==> config.mk <==
export PLATFORM = sky130hd
export DESIGN_NAME = lehw_mac
export DESIGN_NICKNAME = d
export VERILOG_FILES = /design/src/logic/lehw_pkg.sv /design/src/logic/lehw_timer.sv /design/src/logic/lehw_retry.sv /design/src/logic/lehw_mac.sv
export VERILOG_INCLUDE_DIRS = /design/src /design/src/logic
export SDC_FILE = /design/constraint.sdc
export NUM_CORES = 1
export LEC_CHECK = 0
export BUFFER_PORTS_ARGS = -buffer_cell sky130_fd_sc_hd__buf_2
export CAP_MARGIN = 40
export CORE_MARGIN = 4
export CORE_UTILIZATION = 55
export CTS_BUF_LIST = sky130_fd_sc_hd__clkbuf_16
export CTS_CLUSTER_SIZE = 40
export DETAILED_ROUTE_END_ITERATION = 16
export PLACE_DENSITY = 0.81
export SLEW_MARGIN = 20
export SYNTH_ARGS = -nofsm -noshare
export SYNTH_HDL_FRONTEND = slang
export SYNTH_HIERARCHICAL = 1
export SYNTH_SLANG_ARGS = --single-unit
==> constraint.sdc <==
create_clock -name sys_clk -period 4.7 [get_ports sys_clk]
set_input_delay 0.705 -clock sys_clk [delete_from_list [all_inputs] [get_ports sys_clk]]
set_output_delay 0.705 -clock sys_clk [all_outputs]
set_load 0.01 [all_outputs]
==> src/logic/lehw_regs.svh <==
`ifndef LEHW_REGS_SVH
`define LEHW_REGS_SVH

// clock period and the fixed channel sample window
`define LEHW_CLK_NS      100
`define LEHW_SAMPLE_NS   2000
`define LEHW_SAMPLE_CYC  ((`LEHW_SAMPLE_NS + `LEHW_CLK_NS - 1) / `LEHW_CLK_NS)

// widths
`define LEHW_TW          16
`define LEHW_SEQ_W       8
`define LEHW_RETRY_W     4

// reset values
`define LEHW_SEQ_RST     8'h00

`endif

==> src/logic/lehw_pkg.sv <==
package lehw_pkg;

  typedef enum logic [2:0] {
    LEHW_K_DATA   = 3'h0,
    LEHW_K_ACK    = 3'h1,
    LEHW_K_DREQ   = 3'h2,
    LEHW_K_WAKEUP = 3'h3,
    LEHW_K_BEACON = 3'h4
  } lehw_kind_t;

  typedef struct packed {
    lehw_kind_t  kind;
    logic [7:0]  seq;
    logic        pending;
    logic        bcast;
    logic        dst_match;
    logic [15:0] remain;
  } lehw_rx_frame_t;

  typedef struct packed {
    lehw_kind_t  kind;
    logic [7:0]  seq;
    logic        pending;
    logic        bcast;
    logic        ack_req;
    logic [15:0] remain;
  } lehw_tx_frame_t;

  typedef enum logic [15:0] {
    LEHW_S_IDLE     = 16'h0001,
    LEHW_S_EP_SLEEP = 16'h0002,
    LEHW_S_EP_TX    = 16'h0004,
    LEHW_S_EP_ACKW  = 16'h0008,
    LEHW_S_EP_DREQ  = 16'h0010,
    LEHW_S_EP_DATAW = 16'h0020,
    LEHW_S_EP_SAMP  = 16'h0040,
    LEHW_S_EP_BSLP  = 16'h0080,
    LEHW_S_EP_ACKTX = 16'h0100,
    LEHW_S_CO_LIST  = 16'h0200,
    LEHW_S_CO_TXW   = 16'h0400,
    LEHW_S_CO_CCA   = 16'h0800,
    LEHW_S_CO_WAKE  = 16'h1000,
    LEHW_S_CO_WGAP  = 16'h2000,
    LEHW_S_CO_DATA  = 16'h4000,
    LEHW_S_CO_ACKW  = 16'h8000
  } lehw_state_t;

endpackage

==> src/logic/lehw_timer.sv <==
`timescale 1ns/1ns
`include "lehw_regs.svh"
module lehw_timer
  import lehw_pkg::*;
(
  input  wire logic        sys_clk,
  input  wire logic        resetn,
  input  wire logic        load,
  input  wire logic [15:0] value,
  input  wire logic        stop,
  output logic             running,
  output logic             expired,
  output logic [15:0]      remain
);
  logic [15:0] next_remain;
  logic        next_expired;

  always_comb begin
    next_remain  = remain;
    next_expired = 1'b0;
    if (load) begin
      // a zero load still lasts one cycle
      next_remain = (value == 16'h0000) ? 16'h0001 : value;
    end else if (stop) begin
      next_remain = 16'h0000;
    end else if (remain != 16'h0000) begin
      next_remain  = remain - 16'h0001;
      next_expired = (remain == 16'h0001);
    end
  end

  always_ff @(posedge sys_clk or negedge resetn) begin
    if (!resetn) begin
      remain  <= 16'h0000;
      expired <= 1'b0;
    end else begin
      remain  <= next_remain;
      expired <= next_expired;
    end
  end

  assign running = (remain != 16'h0000);
endmodule

==> src/logic/lehw_retry.sv <==
`timescale 1ns/1ns
`include "lehw_regs.svh"
module lehw_retry
  import lehw_pkg::*;
(
  input  wire logic       sys_clk,
  input  wire logic       resetn,
  input  wire logic       clear,
  input  wire logic       bump,
  input  wire logic [3:0] max_retry_count,
  output logic            exhausted,
  output logic [3:0]      count
);
  logic [3:0] next_count;

  always_comb begin
    next_count = count;
    if (clear) begin
      next_count = 4'h0;
    end else if (bump && count != 4'hf) begin
      next_count = count + 4'h1;
    end
  end

  always_ff @(posedge sys_clk or negedge resetn) begin
    if (!resetn) begin
      count <= 4'h0;
    end else begin
      count <= next_count;
    end
  end

  assign exhausted = (count >= max_retry_count);
endmodule

==> src/logic/lehw_mac.sv <==
// What this block does
// - low-energy mode runs only if enabled and both sampling periods are zero.
// - coordinator listens always, except while transmitting any frame or in its wakeup and data-send states.
// - endpoint sleeps, enables transmitter only for a queued frame, a data request or an ack, then sends it.
// - endpoint uses slotted access with superframe support, unslotted otherwise.
// - coordinator acks endpoint data and data requests while listening, pending set only if it holds unicast data.
// - endpoint waits ack time for matching sequence, else retransmits up to max.
// - pending ack makes endpoint request data; data pending bit keeps receiver on.
// - wakeup listening mode follows its enable and ignores the two period attributes.
// - coordinator listens except while sending and precedes urgent data with wakeup frames.
// - wakeups spaced by the spacing attribute, listen between, sequence length limited.
// - endpoint samples only at a period end in LEHW_S_EP_SLEEP with no frame queued, which restarts the period; with no wakeup it turns receiver off.
// - own-address unicast wakeup: stop sampling, send data request, wait data time.
// - data request after unicast wakeup stops sequence; data sent at once, ack awaited.
// - endpoint acks unicast data; repeated wakeup resends data request up to max retries.
// - with several frames queued, pending set in every unicast data frame except the last.
// - coordinator gains channel first; skips wakeups inside pending window after pending.
// - coordinator sends data, retransmits without ack, loops while data remains.
// - broadcast wakeups carry broadcast address and time left before the data frame.
// - endpoint on broadcast wakeup stops sampling, requests, sleeps remaining time, listens.
// - broadcast wakeups run until all requested or limit, data at announced time.
`timescale 1ns/1ns
`include "lehw_regs.svh"
module lehw_mac
  import lehw_pkg::*;
(
  input  wire logic            sys_clk,
  input  wire logic            resetn,
  input  wire logic            is_coordinator,
  input  wire logic            low_energy_enable_attr,
  input  wire logic [15:0]     coordinated_sampling_period_attr,
  input  wire logic [15:0]     receiver_initiated_period_attr,
  input  wire logic            wakeup_listen_enable_attr,
  input  wire logic            low_energy_superframe_flag,
  input  wire logic [15:0]     ack_wait_time,
  input  wire logic [3:0]      max_retry_count,
  input  wire logic [15:0]     wakeup_frame_spacing,
  input  wire logic [15:0]     wakeup_sequence_limit,
  input  wire logic [15:0]     channel_sample_period,
  input  wire logic [15:0]     data_wait_time,
  input  wire logic [15:0]     pending_skip_window,
  input  wire logic            ul_frame_ready,
  input  wire logic            dl_unicast_ready,
  input  wire logic            dl_bcast_ready,
  input  wire logic            dl_more_frames,
  input  wire logic            dl_ack_request,
  input  wire logic            all_requested,
  input  wire logic            beacon_due,
  input  wire logic            rx_valid,
  input  wire lehw_rx_frame_t  rx_frame,
  input  wire logic            tx_done,
  input  wire logic            channel_acquired,
  output lehw_tx_frame_t       tx_frame,
  output logic                 tx_start,
  output logic                 tx_on,
  output logic                 rx_on,
  output logic                 slotted_access,
  output logic                 le_mode_active,
  output logic                 wakeup_mode_active,
  output logic                 stop_sampling,
  output logic                 xfer_ok,
  output logic                 xfer_fail
);
  lehw_state_t    state, next_state;
  lehw_tx_frame_t next_tx_frame;
  logic [7:0]     seq, next_seq;
  logic           next_tx_start, next_tx_on, next_rx_on, next_stop_sampling;
  logic           next_xfer_ok, next_xfer_fail, next_le_mode_active, next_wakeup_mode_active;
  logic           bcast_op, next_bcast_op;
  logic           last_pend, next_last_pend;
  logic           rx_pend, next_rx_pend;
  logic           sampling, next_sampling;
  logic [15:0]    bc_remain, next_bc_remain;
  logic           g_load, s_load, p_load, s_stop;
  logic [15:0]    g_val, p_val;
  logic           g_exp, s_run, s_exp, p_run, p_exp;
  logic [15:0]    s_left;
  logic           r_clear, r_bump, r_exh;
  logic           le_ok, hw_ok, ack_match;

  lehw_timer u_gen (.sys_clk(sys_clk), .resetn(resetn), .load(g_load), .value(g_val), .stop(1'b0),
                    .running(), .expired(g_exp), .remain());
  lehw_timer u_seq (.sys_clk(sys_clk), .resetn(resetn), .load(s_load), .value(wakeup_sequence_limit),
                    .stop(s_stop), .running(s_run), .expired(s_exp), .remain(s_left));
  lehw_timer u_per (.sys_clk(sys_clk), .resetn(resetn), .load(p_load), .value(p_val), .stop(1'b0),
                    .running(p_run), .expired(p_exp), .remain());
  lehw_retry u_rty (.sys_clk(sys_clk), .resetn(resetn), .clear(r_clear), .bump(r_bump),
                    .max_retry_count(max_retry_count), .exhausted(r_exh), .count());

  function automatic lehw_tx_frame_t mk_frame(input lehw_kind_t k, input logic [7:0] s, input logic p,
                                              input logic b, input logic a, input logic [15:0] r);
    lehw_tx_frame_t f;
    f.kind    = k;
    f.seq     = s;
    f.pending = p;
    f.bcast   = b;
    f.ack_req = a;
    f.remain  = r;
    return f;
  endfunction

  always_comb begin
    le_ok = low_energy_enable_attr && coordinated_sampling_period_attr == 16'h0000
            && receiver_initiated_period_attr == 16'h0000;
    hw_ok = wakeup_listen_enable_attr;
    ack_match = rx_valid && rx_frame.kind == LEHW_K_ACK && rx_frame.seq == seq;
    next_state = state;
    next_tx_frame = tx_frame;
    next_seq = seq;
    next_tx_start = 1'b0;
    next_stop_sampling = 1'b0;
    next_xfer_ok = 1'b0;
    next_xfer_fail = 1'b0;
    next_bcast_op = bcast_op;
    next_last_pend = last_pend;
    next_rx_pend = rx_pend;
    next_sampling = sampling;
    next_bc_remain = bc_remain;
    next_le_mode_active = le_ok;
    next_wakeup_mode_active = hw_ok;
    g_load = 1'b0;
    g_val = ack_wait_time;
    s_load = 1'b0;
    s_stop = 1'b0;
    p_load = 1'b0;
    p_val = channel_sample_period;
    r_clear = 1'b0;
    r_bump = 1'b0;
    case (state)
      LEHW_S_IDLE: begin
        if (le_ok || hw_ok) begin
          next_state = is_coordinator ? LEHW_S_CO_LIST : LEHW_S_EP_SLEEP;
        end
        next_sampling = hw_ok;
        p_load = hw_ok;
      end
      LEHW_S_EP_SLEEP: begin
        if (!(le_ok || hw_ok)) begin
          next_state = LEHW_S_IDLE;
        end else if (ul_frame_ready) begin
          next_seq = seq + 8'h01;
          next_tx_frame = mk_frame(LEHW_K_DATA, seq + 8'h01, 1'b0, 1'b0, 1'b1, 16'h0000);
          next_tx_start = 1'b1;
          r_clear = 1'b1;
          next_state = LEHW_S_EP_TX;
        end else if (sampling && hw_ok && p_exp) begin
          p_load = 1'b1;
          g_load = 1'b1;
          g_val = 16'(`LEHW_SAMPLE_CYC);
          next_state = LEHW_S_EP_SAMP;
        end
      end
      LEHW_S_EP_TX: begin
        if (tx_done) begin
          g_load = 1'b1;
          next_state = LEHW_S_EP_ACKW;
        end
      end
      LEHW_S_EP_ACKW: begin
        if (ack_match) begin
          next_xfer_ok = 1'b1;
          if (rx_frame.pending) begin
            next_bcast_op = 1'b0;
            next_seq = seq + 8'h01;
            next_tx_frame = mk_frame(LEHW_K_DREQ, seq + 8'h01, 1'b0, 1'b0, 1'b1, 16'h0000);
            next_tx_start = 1'b1;
            r_clear = 1'b1;
            next_state = LEHW_S_EP_DREQ;
          end else begin
            next_state = LEHW_S_EP_SLEEP;
          end
        end else if (g_exp) begin
          if (r_exh) begin
            next_xfer_fail = 1'b1;
            next_state = LEHW_S_EP_SLEEP;
          end else begin
            r_bump = 1'b1;
            next_tx_start = 1'b1;
            next_state = LEHW_S_EP_TX;
          end
        end
      end
      LEHW_S_EP_SAMP: begin
        if (rx_valid && rx_frame.kind == LEHW_K_WAKEUP && (rx_frame.bcast || rx_frame.dst_match)) begin
          next_stop_sampling = 1'b1;
          next_sampling = 1'b0;
          next_bcast_op = rx_frame.bcast;
          next_bc_remain = rx_frame.remain;
          next_seq = seq + 8'h01;
          next_tx_frame = mk_frame(LEHW_K_DREQ, seq + 8'h01, 1'b0, 1'b0, 1'b1, 16'h0000);
          next_tx_start = 1'b1;
          r_clear = 1'b1;
          next_state = LEHW_S_EP_DREQ;
        end else if (g_exp) begin
          next_state = LEHW_S_EP_SLEEP;
        end
      end
      LEHW_S_EP_DREQ: begin
        if (tx_done) begin
          g_load = 1'b1;
          g_val = bcast_op ? bc_remain : data_wait_time;
          next_state = bcast_op ? LEHW_S_EP_BSLP : LEHW_S_EP_DATAW;
        end
      end
      LEHW_S_EP_BSLP: begin
        if (g_exp) begin
          g_load = 1'b1;
          g_val = data_wait_time;
          next_state = LEHW_S_EP_DATAW;
        end
      end
      LEHW_S_EP_DATAW: begin
        if (rx_valid && rx_frame.kind == LEHW_K_DATA) begin
          next_rx_pend = rx_frame.pending;
          if (rx_frame.bcast) begin
            next_xfer_ok = 1'b1;
            next_sampling = hw_ok;
            next_state = LEHW_S_EP_SLEEP;
          end else begin
            next_tx_frame = mk_frame(LEHW_K_ACK, rx_frame.seq, 1'b0, 1'b0, 1'b0, 16'h0000);
            next_tx_start = 1'b1;
            next_state = LEHW_S_EP_ACKTX;
          end
        end else if (rx_valid && rx_frame.kind == LEHW_K_WAKEUP && rx_frame.dst_match && !rx_frame.bcast) begin
          if (r_exh) begin
            next_xfer_fail = 1'b1;
            next_sampling = hw_ok;
            next_state = LEHW_S_EP_SLEEP;
          end else begin
            r_bump = 1'b1;
            next_tx_frame = mk_frame(LEHW_K_DREQ, seq, 1'b0, 1'b0, 1'b1, 16'h0000);
            next_tx_start = 1'b1;
            next_state = LEHW_S_EP_DREQ;
          end
        end else if (g_exp) begin
          next_sampling = hw_ok;
          next_state = LEHW_S_EP_SLEEP;
        end
      end
      LEHW_S_EP_ACKTX: begin
        if (tx_done) begin
          next_xfer_ok = 1'b1;
          g_load = 1'b1;
          g_val = data_wait_time;
          // listen on for the retry wakeup or the next pending frame
          next_state = LEHW_S_EP_DATAW;
          if (!rx_pend && !hw_ok) begin
            next_state = LEHW_S_EP_SLEEP;
          end
        end
      end
      LEHW_S_CO_LIST: begin
        if (!(le_ok || hw_ok)) begin
          next_state = LEHW_S_IDLE;
        end else if (rx_valid && (rx_frame.kind == LEHW_K_DATA || rx_frame.kind == LEHW_K_DREQ)) begin
          next_tx_frame = mk_frame(LEHW_K_ACK, rx_frame.seq, dl_unicast_ready, 1'b0, 1'b0, 16'h0000);
          next_tx_start = 1'b1;
          next_state = LEHW_S_CO_TXW;
        end else if (low_energy_superframe_flag && beacon_due) begin
          next_tx_frame = mk_frame(LEHW_K_BEACON, seq, 1'b0, 1'b0, 1'b0, 16'h0000);
          next_tx_start = 1'b1;
          next_state = LEHW_S_CO_TXW;
        end else if (hw_ok && (dl_unicast_ready || dl_bcast_ready)) begin
          next_bcast_op = !dl_unicast_ready;
          r_clear = 1'b1;
          next_state = LEHW_S_CO_CCA;
        end
      end
      LEHW_S_CO_TXW: begin
        if (tx_done) begin
          next_state = LEHW_S_CO_LIST;
        end
      end
      LEHW_S_CO_CCA: begin
        if (channel_acquired) begin
          if (!bcast_op && last_pend && p_run) begin
            next_state = LEHW_S_CO_DATA;
          end else begin
            s_load = 1'b1;
            next_state = LEHW_S_CO_WAKE;
          end
        end
      end
      LEHW_S_CO_WAKE: begin
        next_tx_frame = mk_frame(LEHW_K_WAKEUP, seq, 1'b0, bcast_op, 1'b0, s_left);
        next_tx_start = 1'b1;
        next_state = LEHW_S_CO_WGAP;
        g_load = 1'b1;
        g_val = wakeup_frame_spacing;
      end
      LEHW_S_CO_WGAP: begin
        if (!bcast_op && rx_valid && rx_frame.kind == LEHW_K_DREQ) begin
          s_stop = 1'b1;
          next_state = LEHW_S_CO_DATA;
        end else if (s_exp || !s_run) begin
          next_state = LEHW_S_CO_DATA;
        end else if (g_exp && !(bcast_op && all_requested)) begin
          next_state = LEHW_S_CO_WAKE;
        end
      end
      LEHW_S_CO_DATA: begin
        if (!tx_on) begin
          next_seq = seq + 8'h01;
          next_tx_frame = mk_frame(LEHW_K_DATA, seq + 8'h01, !bcast_op && dl_more_frames, bcast_op,
                                   !bcast_op && dl_ack_request, 16'h0000);
          next_tx_start = 1'b1;
        end else if (tx_done) begin
          if (tx_frame.ack_req) begin
            g_load = 1'b1;
            next_state = LEHW_S_CO_ACKW;
          end else begin
            next_xfer_ok = 1'b1;
            next_state = LEHW_S_CO_LIST;
          end
        end
      end
      LEHW_S_CO_ACKW: begin
        if (ack_match) begin
          next_xfer_ok = 1'b1;
          next_last_pend = tx_frame.pending;
          p_load = 1'b1;
          p_val = pending_skip_window;
          r_clear = 1'b1;
          next_state = dl_unicast_ready ? LEHW_S_CO_CCA : LEHW_S_CO_LIST;
        end else if (g_exp) begin
          if (r_exh) begin
            next_xfer_fail = 1'b1;
            next_state = LEHW_S_CO_LIST;
          end else begin
            r_bump = 1'b1;
            next_tx_start = 1'b1;
            next_state = LEHW_S_CO_DATA;
          end
        end
      end
      default: begin
        next_state = LEHW_S_IDLE;
      end
    endcase
    next_tx_on = (next_tx_start || tx_on) && !tx_done;
    // awake endpoint states and coordinator states other than LEHW_S_CO_WAKE and LEHW_S_CO_DATA listen whenever not sending
    next_rx_on = !next_tx_on && (next_state == LEHW_S_CO_LIST || next_state == LEHW_S_CO_CCA
                 || next_state == LEHW_S_CO_WGAP || next_state == LEHW_S_CO_ACKW || next_state == LEHW_S_CO_TXW
                 || next_state == LEHW_S_EP_ACKW || next_state == LEHW_S_EP_DATAW
                 || next_state == LEHW_S_EP_SAMP);
  end

  always_ff @(posedge sys_clk or negedge resetn) begin
    if (!resetn) begin
      state              <= LEHW_S_IDLE;
      tx_frame           <= '0;
      seq                <= `LEHW_SEQ_RST;
      tx_start           <= 1'b0;
      tx_on              <= 1'b0;
      rx_on              <= 1'b0;
      slotted_access     <= 1'b0;
      le_mode_active     <= 1'b0;
      wakeup_mode_active <= 1'b0;
      stop_sampling      <= 1'b0;
      xfer_ok            <= 1'b0;
      xfer_fail          <= 1'b0;
      bcast_op           <= 1'b0;
      last_pend          <= 1'b0;
      rx_pend            <= 1'b0;
      sampling           <= 1'b0;
      bc_remain          <= 16'h0000;
    end else begin
      state              <= next_state;
      tx_frame           <= next_tx_frame;
      seq                <= next_seq;
      tx_start           <= next_tx_start;
      tx_on              <= next_tx_on;
      rx_on              <= next_rx_on;
      slotted_access     <= low_energy_superframe_flag;
      le_mode_active     <= next_le_mode_active;
      wakeup_mode_active <= next_wakeup_mode_active;
      stop_sampling      <= next_stop_sampling;
      xfer_ok            <= next_xfer_ok;
      xfer_fail          <= next_xfer_fail;
      bcast_op           <= next_bcast_op;
      last_pend          <= next_last_pend;
      rx_pend            <= next_rx_pend;
      sampling           <= next_sampling;
      bc_remain          <= next_bc_remain;
    end
  end
endmodule

After elaboration in Yosys (flattened, before gate mapping)
Cells that the tools add are included.
W data, S select, Z words.
{"block": "word_totals", "mem_bits_ro": 0, "latchBits": 0, "memories": 0, "mem_bits_rw": 0, "word_cells": 315, "out_inout_bits": 39, "ff_bits": 138}
{"block": "classes", "n_div": 0, "bitwise_logic": 0, "eq_ne": 49, "add_sub_neg": 5, "mux": 157, "shift": 0, "mul": 0, "n_reduce_logical": 74, "n_lt_le_gt_ge": 1}
{"op": "$mux W16", "n": 47}
{"op": "$mux W30", "n": 13}
{"op": "$pmux W16 S16", "n": 1}
{"op": "$pmux W30 S7", "n": 1}
{"op": "$logic_not A16 Y1", "n": 5}
{"op": "$pmux W16 S5", "n": 1}
{"op": "$mux W1", "n": 66}
{"op": "$eq A16 B1 Y1 const B", "n": 4}
{"op": "$mux W8", "n": 7}
{"op": "$reduce_bool A16 Y1", "n": 3}
{"op": "$sub A16 B1 Y16 const B", "n": 3}
{"op": "$eq A16 B10 Y1 const B", "n": 2}
{"op": "$eq A16 B11 Y1 const B", "n": 2}
{"op": "$eq A16 B12 Y1 const B", "n": 2}
{"op": "$eq A16 B14 Y1 const B", "n": 2}
{"op": "$eq A16 B16 Y1 const B", "n": 2}
{"op": "$eq A16 B4 Y1 const B", "n": 2}
{"op": "$eq A16 B6 Y1 const B", "n": 2}
{"op": "$eq A16 B7 Y1 const B", "n": 2}
{"op": "$pmux W8 S4", "n": 1}
{"op": "$mux W15", "n": 2}
{"op": "$logic_and A1 B1 Y1", "n": 26}
{"op": "$ne A2 B2 Y1 const B", "n": 10}
{"op": "$eq A16 B13 Y1 const B", "n": 1}
{"op": "other kinds (41)", "n": 79}

Logic depth before layout (Yosys ltp)
Gate-level depths: netlist of the first run.
{"block": "depth", "depth_word": 16, "ltp_mapped": 14, "mapped_depth_nobuf": 11}

Cells and area by module
The synthesis of the first run kept the hierarchy.
{"mod": "lehw_mac", "cells_each": 560, "seq_area_each_um2": 2078.2, "area_per_inst_um2": 5417.7, "n_inst": 1}
{"mod": "lehw_timer at u_per ...", "cells_each": 138, "seq_area_each_um2": 425.4, "area_per_inst_um2": 1169.9, "n_inst": 2}
{"mod": "lehw_timer at u_gen", "cells_each": 129, "seq_area_each_um2": 425.4, "area_per_inst_um2": 1126.1, "n_inst": 1}
{"mod": "lehw_retry", "cells_each": 33, "seq_area_each_um2": 100.1, "area_per_inst_um2": 316.6, "n_inst": 1}

Worst setup path after synthesis of the first run
OpenSTA, ideal clock, no wires.
{"block": "synth_path", "path_kind": "flip-flop to flip-flop", "start": "register state[9]", "end": "register u_per.remain[9]", "required_time_ps": 4574, "arrival_ps": 3159, "stages_incl_launch_ff": 11, "synth_period_minus_slack_ps": 3285, "slack_ps": 1415, "n_path_buf": 3, "setup_time_ps": 126, "cell_sequence": "dfrtp_1 > nor4_2 > buf_2 > nand4_1 > nor4_1 > buf_2 > buf_2 > mux2_2 > nor4_1 > a41oi_1 > a221o_1"}
{"block": "synth_between", "elab_chain_cells": 5, "word_cells_on_any_way": 9, "cone_classes": "3 x eq/ne; 4 x mux; 2 x reduce/logical"}
{"item": "start, declared", "line": "lehw_mac.sv:64", "rtl": "lehw_state_t state, next_state;"}
{"item": "start signal, assigned", "line": "lehw_mac.sv:368", "rtl": "state <= next_state;"}
{"item": "$eq A16 B16 Y1", "line": "lehw_mac.sv:129", "rtl": "case (state)"}
{"item": "$mux W16", "line": "lehw_mac.sv:129"}
{"item": "named net p_val[11]", "line": "lehw_mac.sv:75", "rtl": "logic [15:0] g_val, p_val;"}
{"item": "$logic_not A16 Y1", "line": "lehw_timer.sv:23", "rtl": "next_remain = (value == 16'h0000) ? 16'h0001 : value;"}
{"item": "$mux W16", "line": "lehw_timer.sv:23"}
{"item": "$mux W16", "line": "lehw_timer.sv:21", "rtl": "if (load) begin"}
{"item": "end signal, assigned", "line": "lehw_timer.sv:37", "rtl": "remain <= next_remain;"}
{"item": "end, declared", "line": "lehw_timer.sv:13", "rtl": "output logic [15:0] remain"}
The timed path passes the listed nets, and every way through them passes these cells.
A chain may end at the register's enable or synchronous reset.

Final worst setup path of the first run
{"block": "layout_path", "start": "register state[14]", "end": "register u_per.remain[9]"}
{"block": "layout_between", "word_cells_on_any_way": 9, "cone_classes": "3 x eq/ne; 4 x mux; 2 x reduce/logical"}
{"item": "$eq A16 B16 Y1, or another cell as far along", "line": "lehw_mac.sv:129"}
{"item": "$pmux W1 S3 *", "line": "lehw_mac.sv:129"}
{"item": "named net p_load", "line": "lehw_mac.sv:74", "rtl": "logic g_load, s_load, p_load, s_stop;"}
{"item": "$mux W16 / $reduce_bool A2 Y1 (equally long branches)"}
Mark *: on every way through the listed nets, which the timed path passes. The rest lies on a longest branch.

==> results of run 1 <==
report_power, final:
group	switching [mW]	leakage, nW	internal, mW
Sequential	0.367	1.83	1.45
Clock	0.532	0.261	0.672
Combinational	0.977	3.06	0.779
Total	1.88	5.15	2.90
routing by layer:
layer / share of wire / routed length (um) / track usage / up-vias
met5: 0.00045 / 13 / 0 / -
met4: 0.029 / 845 / 0.116 / 2
met1: 0.42 / 12200 / 0.426 / 4341
met2: 0.47 / 13500 / 0.475 / 459
met3: 0.077 / 2200 / 0.0544 / 80
li1: - / - / - / 4248
final cells by class:
cell class	instances	share of cell area
clock buffers	17	0.0385
clock inverters	14	0.00907
inverters	32	0.0109
multi-input cells	778	0.490
flip-flops and latches	138	0.313
well taps	220	0.0249
repair buffers	235	0.113
synth_stat cells (16+ instances only):
cell type,instances,area share
dfrtp_1,137,0.37
nand2_1,95,0.039
nor2_1,63,0.026
nor4_1,52,0.035
a21oi_1,48,0.026
o21ai_0,44,0.024
nor3_1,39,0.021
mux2_2,37,0.045
clkbuf_1,34,0.014
inv_1,32,0.013
a22o_1,28,0.027
nand3_1,19,0.010
nand4_1,19,0.013
a221o_1,17,0.018
mux2i_1,16,0.017
registers in the layout, indices dropped and copies added (netlist names), 4 cells and up:
name	cells
u_seq/remain	16
bc_remain	16
u_gen/remain	16
seq	8
u_rty/count	4
state	16
u_per/remain	16
tx_frame	30
worst max-delay path by stage:
stage	end	slack, ns
CTS	u_per/remain[9]	0.96
finish	u_per/remain[9]	0.92
detailed placement	u_per/remain[9]	0.96
floorplan	u_per/remain[9]	1.41
global route	u_per/remain[9]	0.68
global placement	u_per/remain[9]	1.05
placed cells by master, fill, tap and decap left out, types with 7 or more instances in the layout:
cell / n
o31ai_1: 10
nor4_1: 51
a22o_1: 28
nand2_1: 95
nor2_1: 63
o31a_1: 7
nor3_1: 38
ha_1: 12
buf_4: 18
nand4_1: 19
nor4b_1: 15
a22oi_1: 12
and2_1: 10
or3_1: 13
a221o_1: 17
or2_2: 9
mux2_4: 11
a21oi_1: 48
a41oi_1: 8
or4_1: 15
buf_2: 215
nand2b_1: 8
xnor2_1: 9
inv_1: 33
mux2i_1: 16
clkbuf_16: 17
a222oi_1: 7
o21ai_0: 44
mux2_2: 37
xor2_1: 14
and3_1: 13
dfrtp_1: 137
nand3_1: 19
cell families (layout without fill, tap and decap cells):
logic type	after synthesis	in the layout	share of synthesized area
AO/OA/AOI/OAI	245	245	0.194
XOR/XNOR	23	23	0.0219
adder cells (fa/ha/maj)	12	12	0.0163
buffers and inverters	86	298	0.0398
flip-flops	138	138	0.375
multiplexers	64	64	0.0806
other	1	5	0.000408
AND/OR/NAND/NOR	429	429	0.271
critical path, delay by kind of cell (launching register included):
family	cells	cell delay, ns
simple gates	8	2.59
flops	1	0.46
compound gates	2	0.41
buf+inv	1	0.21
per-stage QoR:
step | hold WS (ns) | total power [mW] | instances
3_3_place_gp | 0.461 | 3.50 | 1401
6_report | 0.136 | 4.78 | 1434
5_1_grt | 0.138 | 5.09 | 1434
2_1_floorplan | 0.409 | 3.04 | 1002
4_1_cts | 0.138 | 4.77 | 1433
3_5_place_dp | 0.470 | 3.55 | 1402
==> impl_results.md, run 1 <==
* Status: finished, final reports clean
* Die area at 18900 sq um
* Post-synth ARST share at 1.00
* Final period util at 0.805
* Final WL at roughly 29000 um
* Crit-path max cell delay at 0.72 ns
* Share of cells above drive strength 1 at 0.301
* DR vias at around 9100
* Crit path from: state[14]
* Chip width at between 100 and 150 um
* RSZ-0062 raised after global routing: no
* Post_cts resized at 0
* Nets at roughly 1400
* Largest net degree at the start of global routing at 81
* Number of flops mapped to enable cells by yosys at 0
* Dpl hpwl at 21900 um
* VDD IR-drop max at approximately 290 uV
* Row count at 47
* TritonCTS clock tree: done
* Slew @ Worst Pin at 0.845 ns
* Reg2reg path depth at 11
* Post-route design area at 11000 sq um
* Power Dens Cells at approximately 430 nW/um^2
* CP Data Required Time at approximately 5 ns
* Grt total ovfl at 0
* Library cells used by synthesis at 88
* Die Y at ~140 um
* Pleak at 5.15 nW
* Avg Inst Size Synth at 9.22 sq um
* Routed Antenna Nets at 0
* # fillers at between 1000 and 1500
* Fin. max-slew vios at 0
* Number of synthesized register bits at 138
* Global-route wire length before repair at roughly 45000 um
* Initial core utilization at 0.559
* Multi-input logic area at roughly 5400 sq um
* Via density at ~6.4
* Initial antenna violation count at 1
* Core Area at 16500 sq um
* Post-cts hold buffer count at 0
* Root Driver: clkbuf_16
* Hold WC Path Type: in -> async
* Top_reg_cell synth: dfrtp_1
* DP Worst Slack at between 0.9 and 1 ns
* Mapped Area at a little over 9000 sq um
* Total track usage at 0.305
* Vias in the first global route at approximately 8700
* Clock transition at the registers of the reported paths at around 0.06 ns
* Critical Path Sink Type: flop
* Post-CTS Setup Inserts at 0
* Slowest cell on crit path: or4_1
* CTS Buf Count at 17
* Setup_tns at 0 ns
* Final Wtd Congestion at between 1 and 1.5
* DRC at 0
* R2r endpoint: u_per/remain[9]
* ANT cells at 0
* Clk sinks at ~140
* Port Buffers at ~220
* Tmin final at about 3.8 ns
* Area delta synth->final at 20.0%
* Area occupied by registers at around 3500 sq um
* Synthesized instance count at around 1000
* CP Max Fanout at 13
* Worst Setup Path Type: reg -> reg
* Ports at 217
* Kind of start point of the critical path: flop
* Critical Path, Cell by Cell: or4_1, nor3_1, nand2_1, nor3_1, nor2_1, o21ai_0, buf_4, or2_1, nor2_1, and3_1, a221o_1
* Iteration-0 DRC Markers at 928
* Setup violations, final at 0
* Worst r2r src: state[14]
* Fmax at 264 MHz
* Setup ws final at 0.916 ns
* DRT Pass-1 Iters at 9
* Final core occ at 0.670
* Worst clock skew at about 0.011 ns
* Flop2flop setup slack at about 0.92 ns
* Yosys warnings at 6
* Htree depth at 4
* Max cap viols at 0
* Routed len/inst at roughly 20 um
* Worst EP arrival at roughly 4 ns
* Worst slew margin at 0.434
* Clk_lat worst skew at around 0.42 ns
* Dpl cell area at 10500 sq um
* Seq/Total Area, Yosys at 0.375
* Final Hold Vio Count at 0
* CTS Buffer Depth at 2
Power figures use the tool's default switching activity.
==> run 2, diff against run 1 <==
Settings changed: ABC_AREA set to 1, CORE_UTILIZATION 55 to 56, PLACE_DENSITY 0.81 to 0.82.
Clock period 4.7 ns to 3.9 ns, I/O delays scaled along.
==> impl_results.md, run 2 <==
* Clock transition at the registers of the reported paths at 0.06 ns (about the same)
* Final period util at 0.750 (was 0.805)
* VDD IR-drop max at 368 uV (was 291 uV)
* Core Area at 17500 sq um (was 16500 sq um)
* Slew @ Worst Pin at 0.717 ns (was 0.845 ns)
* CP Max Fanout at 18 (was 13)
* Worst Setup Path Type: reg -> reg (unchanged)
* Largest reg by FF count: tx_frame (unchanged)
* Largest net degree at the start of global routing at 90 (was 81)
* Die Y at 142 um (was 137 um)
* CP Data Required Time at 4.22 ns (was 5.00 ns)
* Area occupied by registers at 3450 sq um (unchanged)
* Flop pwr share at 0.325 (was 0.381)
* Final Hold Vio Count at 0 (unchanged)
* Commonest cells in the netlist: nand2_1, inv_1, nor2_1, dfrtp_1, nand3_1 (was dfrtp_1, nand2_1, nor2_1, nor4_1, a21oi_1)
* Hold path depth at 1
* Worst r2r src: state[3] (was state[14])
* Switch share at 0.435 (was 0.392)
* Clk sinks at 138 (unchanged)
* Fin. max-slew vios at 0 (unchanged)
* Iteration-0 DRC Markers at 1142 (was 928)
* # fillers at 1590 (was 1385)
* Hold WC Path Type: in -> reg (was in -> async)
* DP Worst Slack at 0.989 ns (was 0.958 ns)
* Mapped Area at 10100 sq um (was 9200 sq um)
* WHS Endpoint: slotted_access
* Worst slew margin at 0.520 (was 0.434)
* DRT Pass-1 Iters at 8 (was 9)
* Htree depth at 4 (unchanged)
* Routed Antenna Nets at 0 (unchanged)
* Global-route wire length before repair at 48800 um (was 45300 um)
* Max cap viols at 0 (unchanged)
* Grt total ovfl at 0 (unchanged)
* Share of cells above drive strength 1 at 0.211 (was 0.301)
* Final WL at 30900 um (was 28700 um)
* CTS Buf Count at 17 (unchanged)
* Status: finished, final reports clean (unchanged)
* Seq/Total Area, Yosys at 0.343 (was 0.375)
* Yosys warnings at 6 (unchanged)
* Clk_lat worst skew at 0.43 ns (was 0.42 ns)
* Flop2flop setup slack at 0.98 ns (was 0.92 ns)
* Worst clock skew at 0.00900 ns (was 0.0111 ns)
* Setup_tns at 0 ns (unchanged)
* Port Buffers at 216 (unchanged)
* Share of the synthesized area in the top cell type at 0.341 (was 0.373)
* Number of flops mapped to enable cells by yosys at 0 (unchanged)
* Most frequent cells in the layout: nand2_1, buf_2, inv_1 (was buf_2, dfrtp_1, nand2_1)
* Post-CTS Setup Inserts at 0 (unchanged)
* Tmin final at 2.92 ns (was 3.78 ns)
* Initial antenna violation count at 0 (was 1)
* Switching Power at 2.92 mW (was 1.88 mW)
* Commonest non-fill, non-tap cell in the layout: nand2_1 (was buf_2)
* R2r endpoint: u_per/remain[3] (was u_per/remain[9])
* Pleak at 6.64 nW (was 5.15 nW)
* Critical Path Sink Type: flop (unchanged)
* Nets at 1903 (was 1392)
* Clock network power share at 0.249 (was 0.252)
* Routed len/inst at 15.8 um (was 20.0 um)
* Max reg flops at 30 (unchanged)
* RSZ-0062 raised after global routing: no (unchanged)
* Library cells used by synthesis at 56 (was 88)
* Area delta synth->final at 18.7% (was 20.0%)
* Setup violations, final at 0 (unchanged)
* Ports at 217 (unchanged)
* Synth area leader: dfrtp_1 (unchanged)
* Reg2reg path depth at 17 (was 11)
* Final Wtd Congestion at 1.08 (was 1.04)
* Fmax at 342 MHz (was 264 MHz)
* Setup ws final at 0.976 ns (was 0.916 ns)
* Root Driver: clkbuf_16 (unchanged)
* Row count at 48 (was 47)
* Chip width at 142 um (was 137 um)
* CTS Buffer Depth at 2 (unchanged)
* Hold_sp: low_energy_superframe_flag
* Dominant cell by count in the synthesized netlist: nand2_1 (was dfrtp_1)
* Top cells by area, synth: dfrtp_1, nand2_1, inv_1 (was dfrtp_1, mux2_2, nand2_1)
* Kind of start point of the critical path: flop (unchanged)
* Comb pwr share at 0.426 (was 0.367)
* Worst EP arrival at 3.24 ns (was 4.09 ns)
* Post-synth ARST share at 1.00 (unchanged)
* ANT cells at 0 (unchanged)
* DR vias at 10774 (was 9130)
* Dpl hpwl at 24000 um (was 21900 um)
* Number of synthesized register bits at 138 (unchanged)
* Vias in the first global route at 9874 (was 8704)
* Via density at 5.52 (was 6.37)
* Die area at 20200 sq um (was 18900 sq um)
* Internal power at 3.80 mW (was 2.90 mW)
* TritonCTS clock tree: done (unchanged)
* Power Dens Cells at 563 nW/um^2 (was 433 nW/um^2)
* Avg Inst Size Synth at 6.74 sq um (was 9.22 sq um)
* Crit path from: state[3] (was state[14])
* Multi-input logic area at 5640 sq um (was 5410 sq um)
* Total track usage at 0.300 (was 0.305)
* Top_reg_cell synth: dfrtp_1 (unchanged)
* Initial core utilization at 0.576 (was 0.559)
* DRC at 0 (unchanged)
* Synthesized instance count at 1494 (was 998)
==> run 2: cell type report <==
class	instances	share of cell area
multi-input cells	1127	0.472
flip-flops and latches	138	0.289
repair buffers	227	0.101
inverters	202	0.0640
clock buffers	17	0.0356
well taps	225	0.0236
clock inverters	15	0.0147
==> run 2: worst max-delay path by stage <==
stage	slack, ns	end	cells past startpoint
final	0.98	u_per/remain[3]	17
after global routing	0.70	u_per/remain[3]	17
after floorplan	1.39	u_per/remain[3]	18
after CTS	1.01	u_per/remain[3]	17
after detailed placement	0.99	u_per/remain[3]	18
after global placement	1.05	u_per/remain[3]	18
==> run 2: cell families (layout without fill, tap and decap cells) <==
family,after synthesis,count (layout),share of synthesized area
compound gates,167,167,0.102
buf+inv,230,461,0.0970
other cells,1,2,0.000373
flops,138,138,0.343
xor+xnor,13,13,0.0113
simple gates,933,933,0.432
fa+ha+maj,12,12,0.0149
==> run 2: metal layers <==
layer / global-route usage / routed length (um) / part of all wire
met3: 0.0561 / 2850 / 0.092
met5: 0 / 0 / 0
met1: 0.412 / 12800 / 0.41
met4: 0.0995 / 855 / 0.028
met2: 0.482 / 14400 / 0.47
==> run 2: critical path, stage by stage (launching register included) <==
cell and delay, ns:
dfrtp_1 0.44, nor2_2 0.19, nand2_4 0.11, nor2_4 0.19, nand2_2 0.16, nor2_2 0.26, inv_1 0.16, nor2_4 0.14
inv_2 0.16, o211ai_1 0.13, buf_4 0.26, nor2_8 0.10, inv_1 0.17, a21oi_1 0.06, o21ai_0 0.07, o21ai_0 0.10
nand2_1 0.06, inv_1 0.04
==> run 2: power by group through the flow <==
stage,Sequential (mW),Combinational [mW],Clock (mW)
floorplan,2.14,2.16,0
global route,2.24,3.22,1.76
global placement,2.19,2.75,0
CTS,2.18,2.84,1.68
detailed placement,2.20,2.82,0
finish,2.19,2.86,1.68
==> run 2: timing repair <==
action / 4_1_cts / 5_1_grt
resized for setup: 0 / 0
endpoints found under the hold margin: 0 / 8
hold buffers: 0 / 1
==> run 2: per-stage QoR <==
stage	util	area, sq um	total power, mW	hold slack (ns)	cells
after floorplan	-	10100	4.31	0.289	1495
after global placement	0.647	11300	4.94	0.450	1916
after detailed placement	0.647	11300	5.02	0.455	1917
after CTS	0.682	11900	6.70	0.258	1949
after global routing	0.684	12000	7.22	0.275	1951
final	0.684	12000	6.72	0.280	1951
==> run 3, diff against run 2 <==
Settings changed: CORE_UTILIZATION 56 to 51, PLACE_DENSITY 0.82 to 0.78.
Clock period 3.9 ns to 2.4 ns, I/O delays scaled along.
==> impl_results.md, run 3 (synthesis results as in run 2) <==
* CTS Buf Count at 17 (unchanged)
* Global-route wire length before repair at 51100 um (was 48800 um)
* Worst clock skew at 0.00929 ns (was 0.00900 ns)
* Row count at 51 (was 48)
* Slew @ Worst Pin at 0.598 ns (was 0.717 ns)
* Worst EP arrival at 2.85 ns (was 3.24 ns)
* Final period util at 1.05 (was 0.750)
* Share of cells above drive strength 1 at 0.318 (was 0.211)
* Fin. max-slew vios at 0 (unchanged)
* Die area at 22000 sq um (was 20200 sq um)
* Total track usage at 0.290 (was 0.300)
* Initial antenna violation count at 0 (unchanged)
* Clock transition at the registers of the reported paths at 0.07 ns (was 0.06 ns)
* # fillers at 1604 (was 1590)
* ANT cells at 0 (unchanged)
* Ports at 217 (unchanged)
* DR vias at 11369 (was 10774)
* Final core occ at 0.700 (was 0.684)
* CP Data Required Time at 2.74 ns (was 4.22 ns)
* CP Max Fanout at 7 (was 18)
* Critical Path Sink Type: flop (unchanged)
* RSZ-0062 raised after global routing: yes (was no)
* Htree depth at 4 (unchanged)
* Dpl hpwl at 25900 um (was 24000 um)
* Clk sinks at 138 (unchanged)
* Hold WC Path Type: in -> reg (unchanged)
* Hold path depth at 1 (unchanged)
* Routed Antenna Nets at 0 (unchanged)
* Root Driver: clkbuf_16 (unchanged)
* Worst slew margin at 0.600 (was 0.520)
* Failing checks: setup timing
* Chip width at 148 um (was 142 um)
* Largest reg by FF count: tx_frame (unchanged)
* Routed len/inst at 16.0 um (was 15.8 um)
* Setup ws final at -0.113 ns (was 0.976 ns)
* Largest net degree at the start of global routing at 55 (was 90)
* Port Buffers at 216 (unchanged)
* DRT Pass-1 Iters at 6 (was 8)
* Max cap viols at 0 (unchanged)
* Area delta synth->final at 35.4% (was 18.7%)
* Area occupied by registers at 3450 sq um (unchanged)
* Commonest non-fill, non-tap cell in the layout: nand2_1 (unchanged)
* Max reg flops at 30 (unchanged)
* Final Hold Vio Count at 0 (unchanged)
* Status: complete, but fails checks (was finished, final reports clean)
* Initial core utilization at 0.517 (was 0.576)
* Setup violations, final at 32 (was 0)
* Multi-input logic area at 6120 sq um (was 5640 sq um)
* Core Area at 19500 sq um (was 17500 sq um)
* Vias in the first global route at 10426 (was 9874)
* CTS Buffer Depth at 2 (unchanged)
* Nets at 2047 (was 1903)
* Fmax at 398 MHz (was 342 MHz)
* Kind of start point of the critical path: flop (unchanged)
* Pleak at 7.43 nW (was 6.64 nW)
* Design Power at 11.9 mW (was 6.72 mW)
* Final Wtd Congestion at 1.02 (was 1.08)
* Power Dens Cells at 871 nW/um^2 (was 563 nW/um^2)
* Most frequent cells in the layout: nand2_1, buf_2, inv_1 (unchanged)
* Reg2reg path depth at 15 (was 17)
* Worst Setup Path Type: reg -> reg (unchanged)
* Iteration-0 DRC Markers at 913 (was 1142)
* Grt total ovfl at 0 (unchanged)
* TritonCTS clock tree: done (unchanged)
* Die Y at 148 um (was 142 um)
* VDD IR-drop max at 588 uV (was 368 uV)
* DRC at 0 (unchanged)
* Tmin final at 2.51 ns (was 2.92 ns)
* Final WL at 34200 um (was 30900 um)
* Via density at 5.33 (was 5.52)
* Clk_lat worst skew at 0.43 ns (about the same)
==> run 3: cell count changes in the layout (fill, tap and decap cells not counted), moves of 12 or more <==
cell	delta
buf_6	+14
a21oi_2	+13
o21ai_0	-14
buf_4	+121
nand2_1	-17
nor2_1	-13
a21oi_1	-13
nand2_2	+12
nand3_1	-14
==> run 3: path summary, 6_finish.rpt <==
path	startpoint	to	slack [ns]
hold / removal	low_energy_superframe_flag	slotted_access	0.07
min in group asynchronous	resetn	u_gen/remain[11]	0.47
setup reg to reg	state[11]	u_gen/remain[5]	-0.11
max in group asynchronous	resetn	u_seq/remain[9]	1.27
setup / recovery	state[11]	u_gen/remain[5]	-0.11
hold reg to reg	tx_frame[2]	tx_frame[2]	0.47
==> run 3: where the power goes <==
part / internal, mW / total [mW] / switching (mW)
logic: 2.35 / 5.88 / 3.52
clock network: 1.34 / 2.45 / 1.12
registers: 2.91 / 3.54 / 0.631
total: 6.60 / 11.9 / 5.27
==> run 3: metal layers <==
| layer | GRT usage | routed length [um] |
|---|---|---|
| met1 | 0.384 | 14000 |
| met2 | 0.476 | 16500 |
| met3 | 0.0533 | 2700 |
| met4 | 0.106 | 966 |
| met5 | 0 | 0 |
==> run 3: area by class of cell <==
cell class / count / area share
clock buffers: 17 / 0.0312
multi-input cells: 1128 / 0.449
inverters: 202 / 0.0575
flip-flops and latches: 138 / 0.253
repair buffers: 370 / 0.176
clock inverters: 15 / 0.00835
well taps: 265 / 0.0243
==> run 3: worst max-delay path, stage by stage (launching register included) <==
cell and delay (ns):
dfrtp_1 0.39, nor2_2 0.17, nand2_2 0.13, nor2_8 0.19, buf_6 0.12, buf_6 0.08
buf_6 0.09, nand4_1 0.16, inv_1 0.15, nor3_2 0.05, o2111ai_1 0.21, buf_4 0.18
buf_6 0.13, buf_12 0.13, nand2_1 0.07, a21oi_1 0.18
==> run 3: per-stage QoR <==
stage	hold slack [ns]	setup WS, ns	setup TNS [ns]	instance area [sq um]	cells
finish	0.0673	-0.113	-0.979	13600	2135
global route	0.0701	-0.271	-6.95	13600	2135
CTS	0.0575	-0.00323	-0.00323	12800	2094
detailed placement	0.359	-0.126	-1.39	12200	2057
global placement	0.354	-0.132	-0.367	12200	2056
floorplan	0.0644	0.0286	0	10100	1495
==> run 3: repair_timing <==
action | CTS | global route
pin swaps | 5 | 32
hold buffers | 1 | 0
buffers inserted | 4 | 39
setup endpoints to repair | 38 | 70
resized for setup | 17 | 132
endpoints found under the hold margin | 51 | 0
cloned | 0 | 2
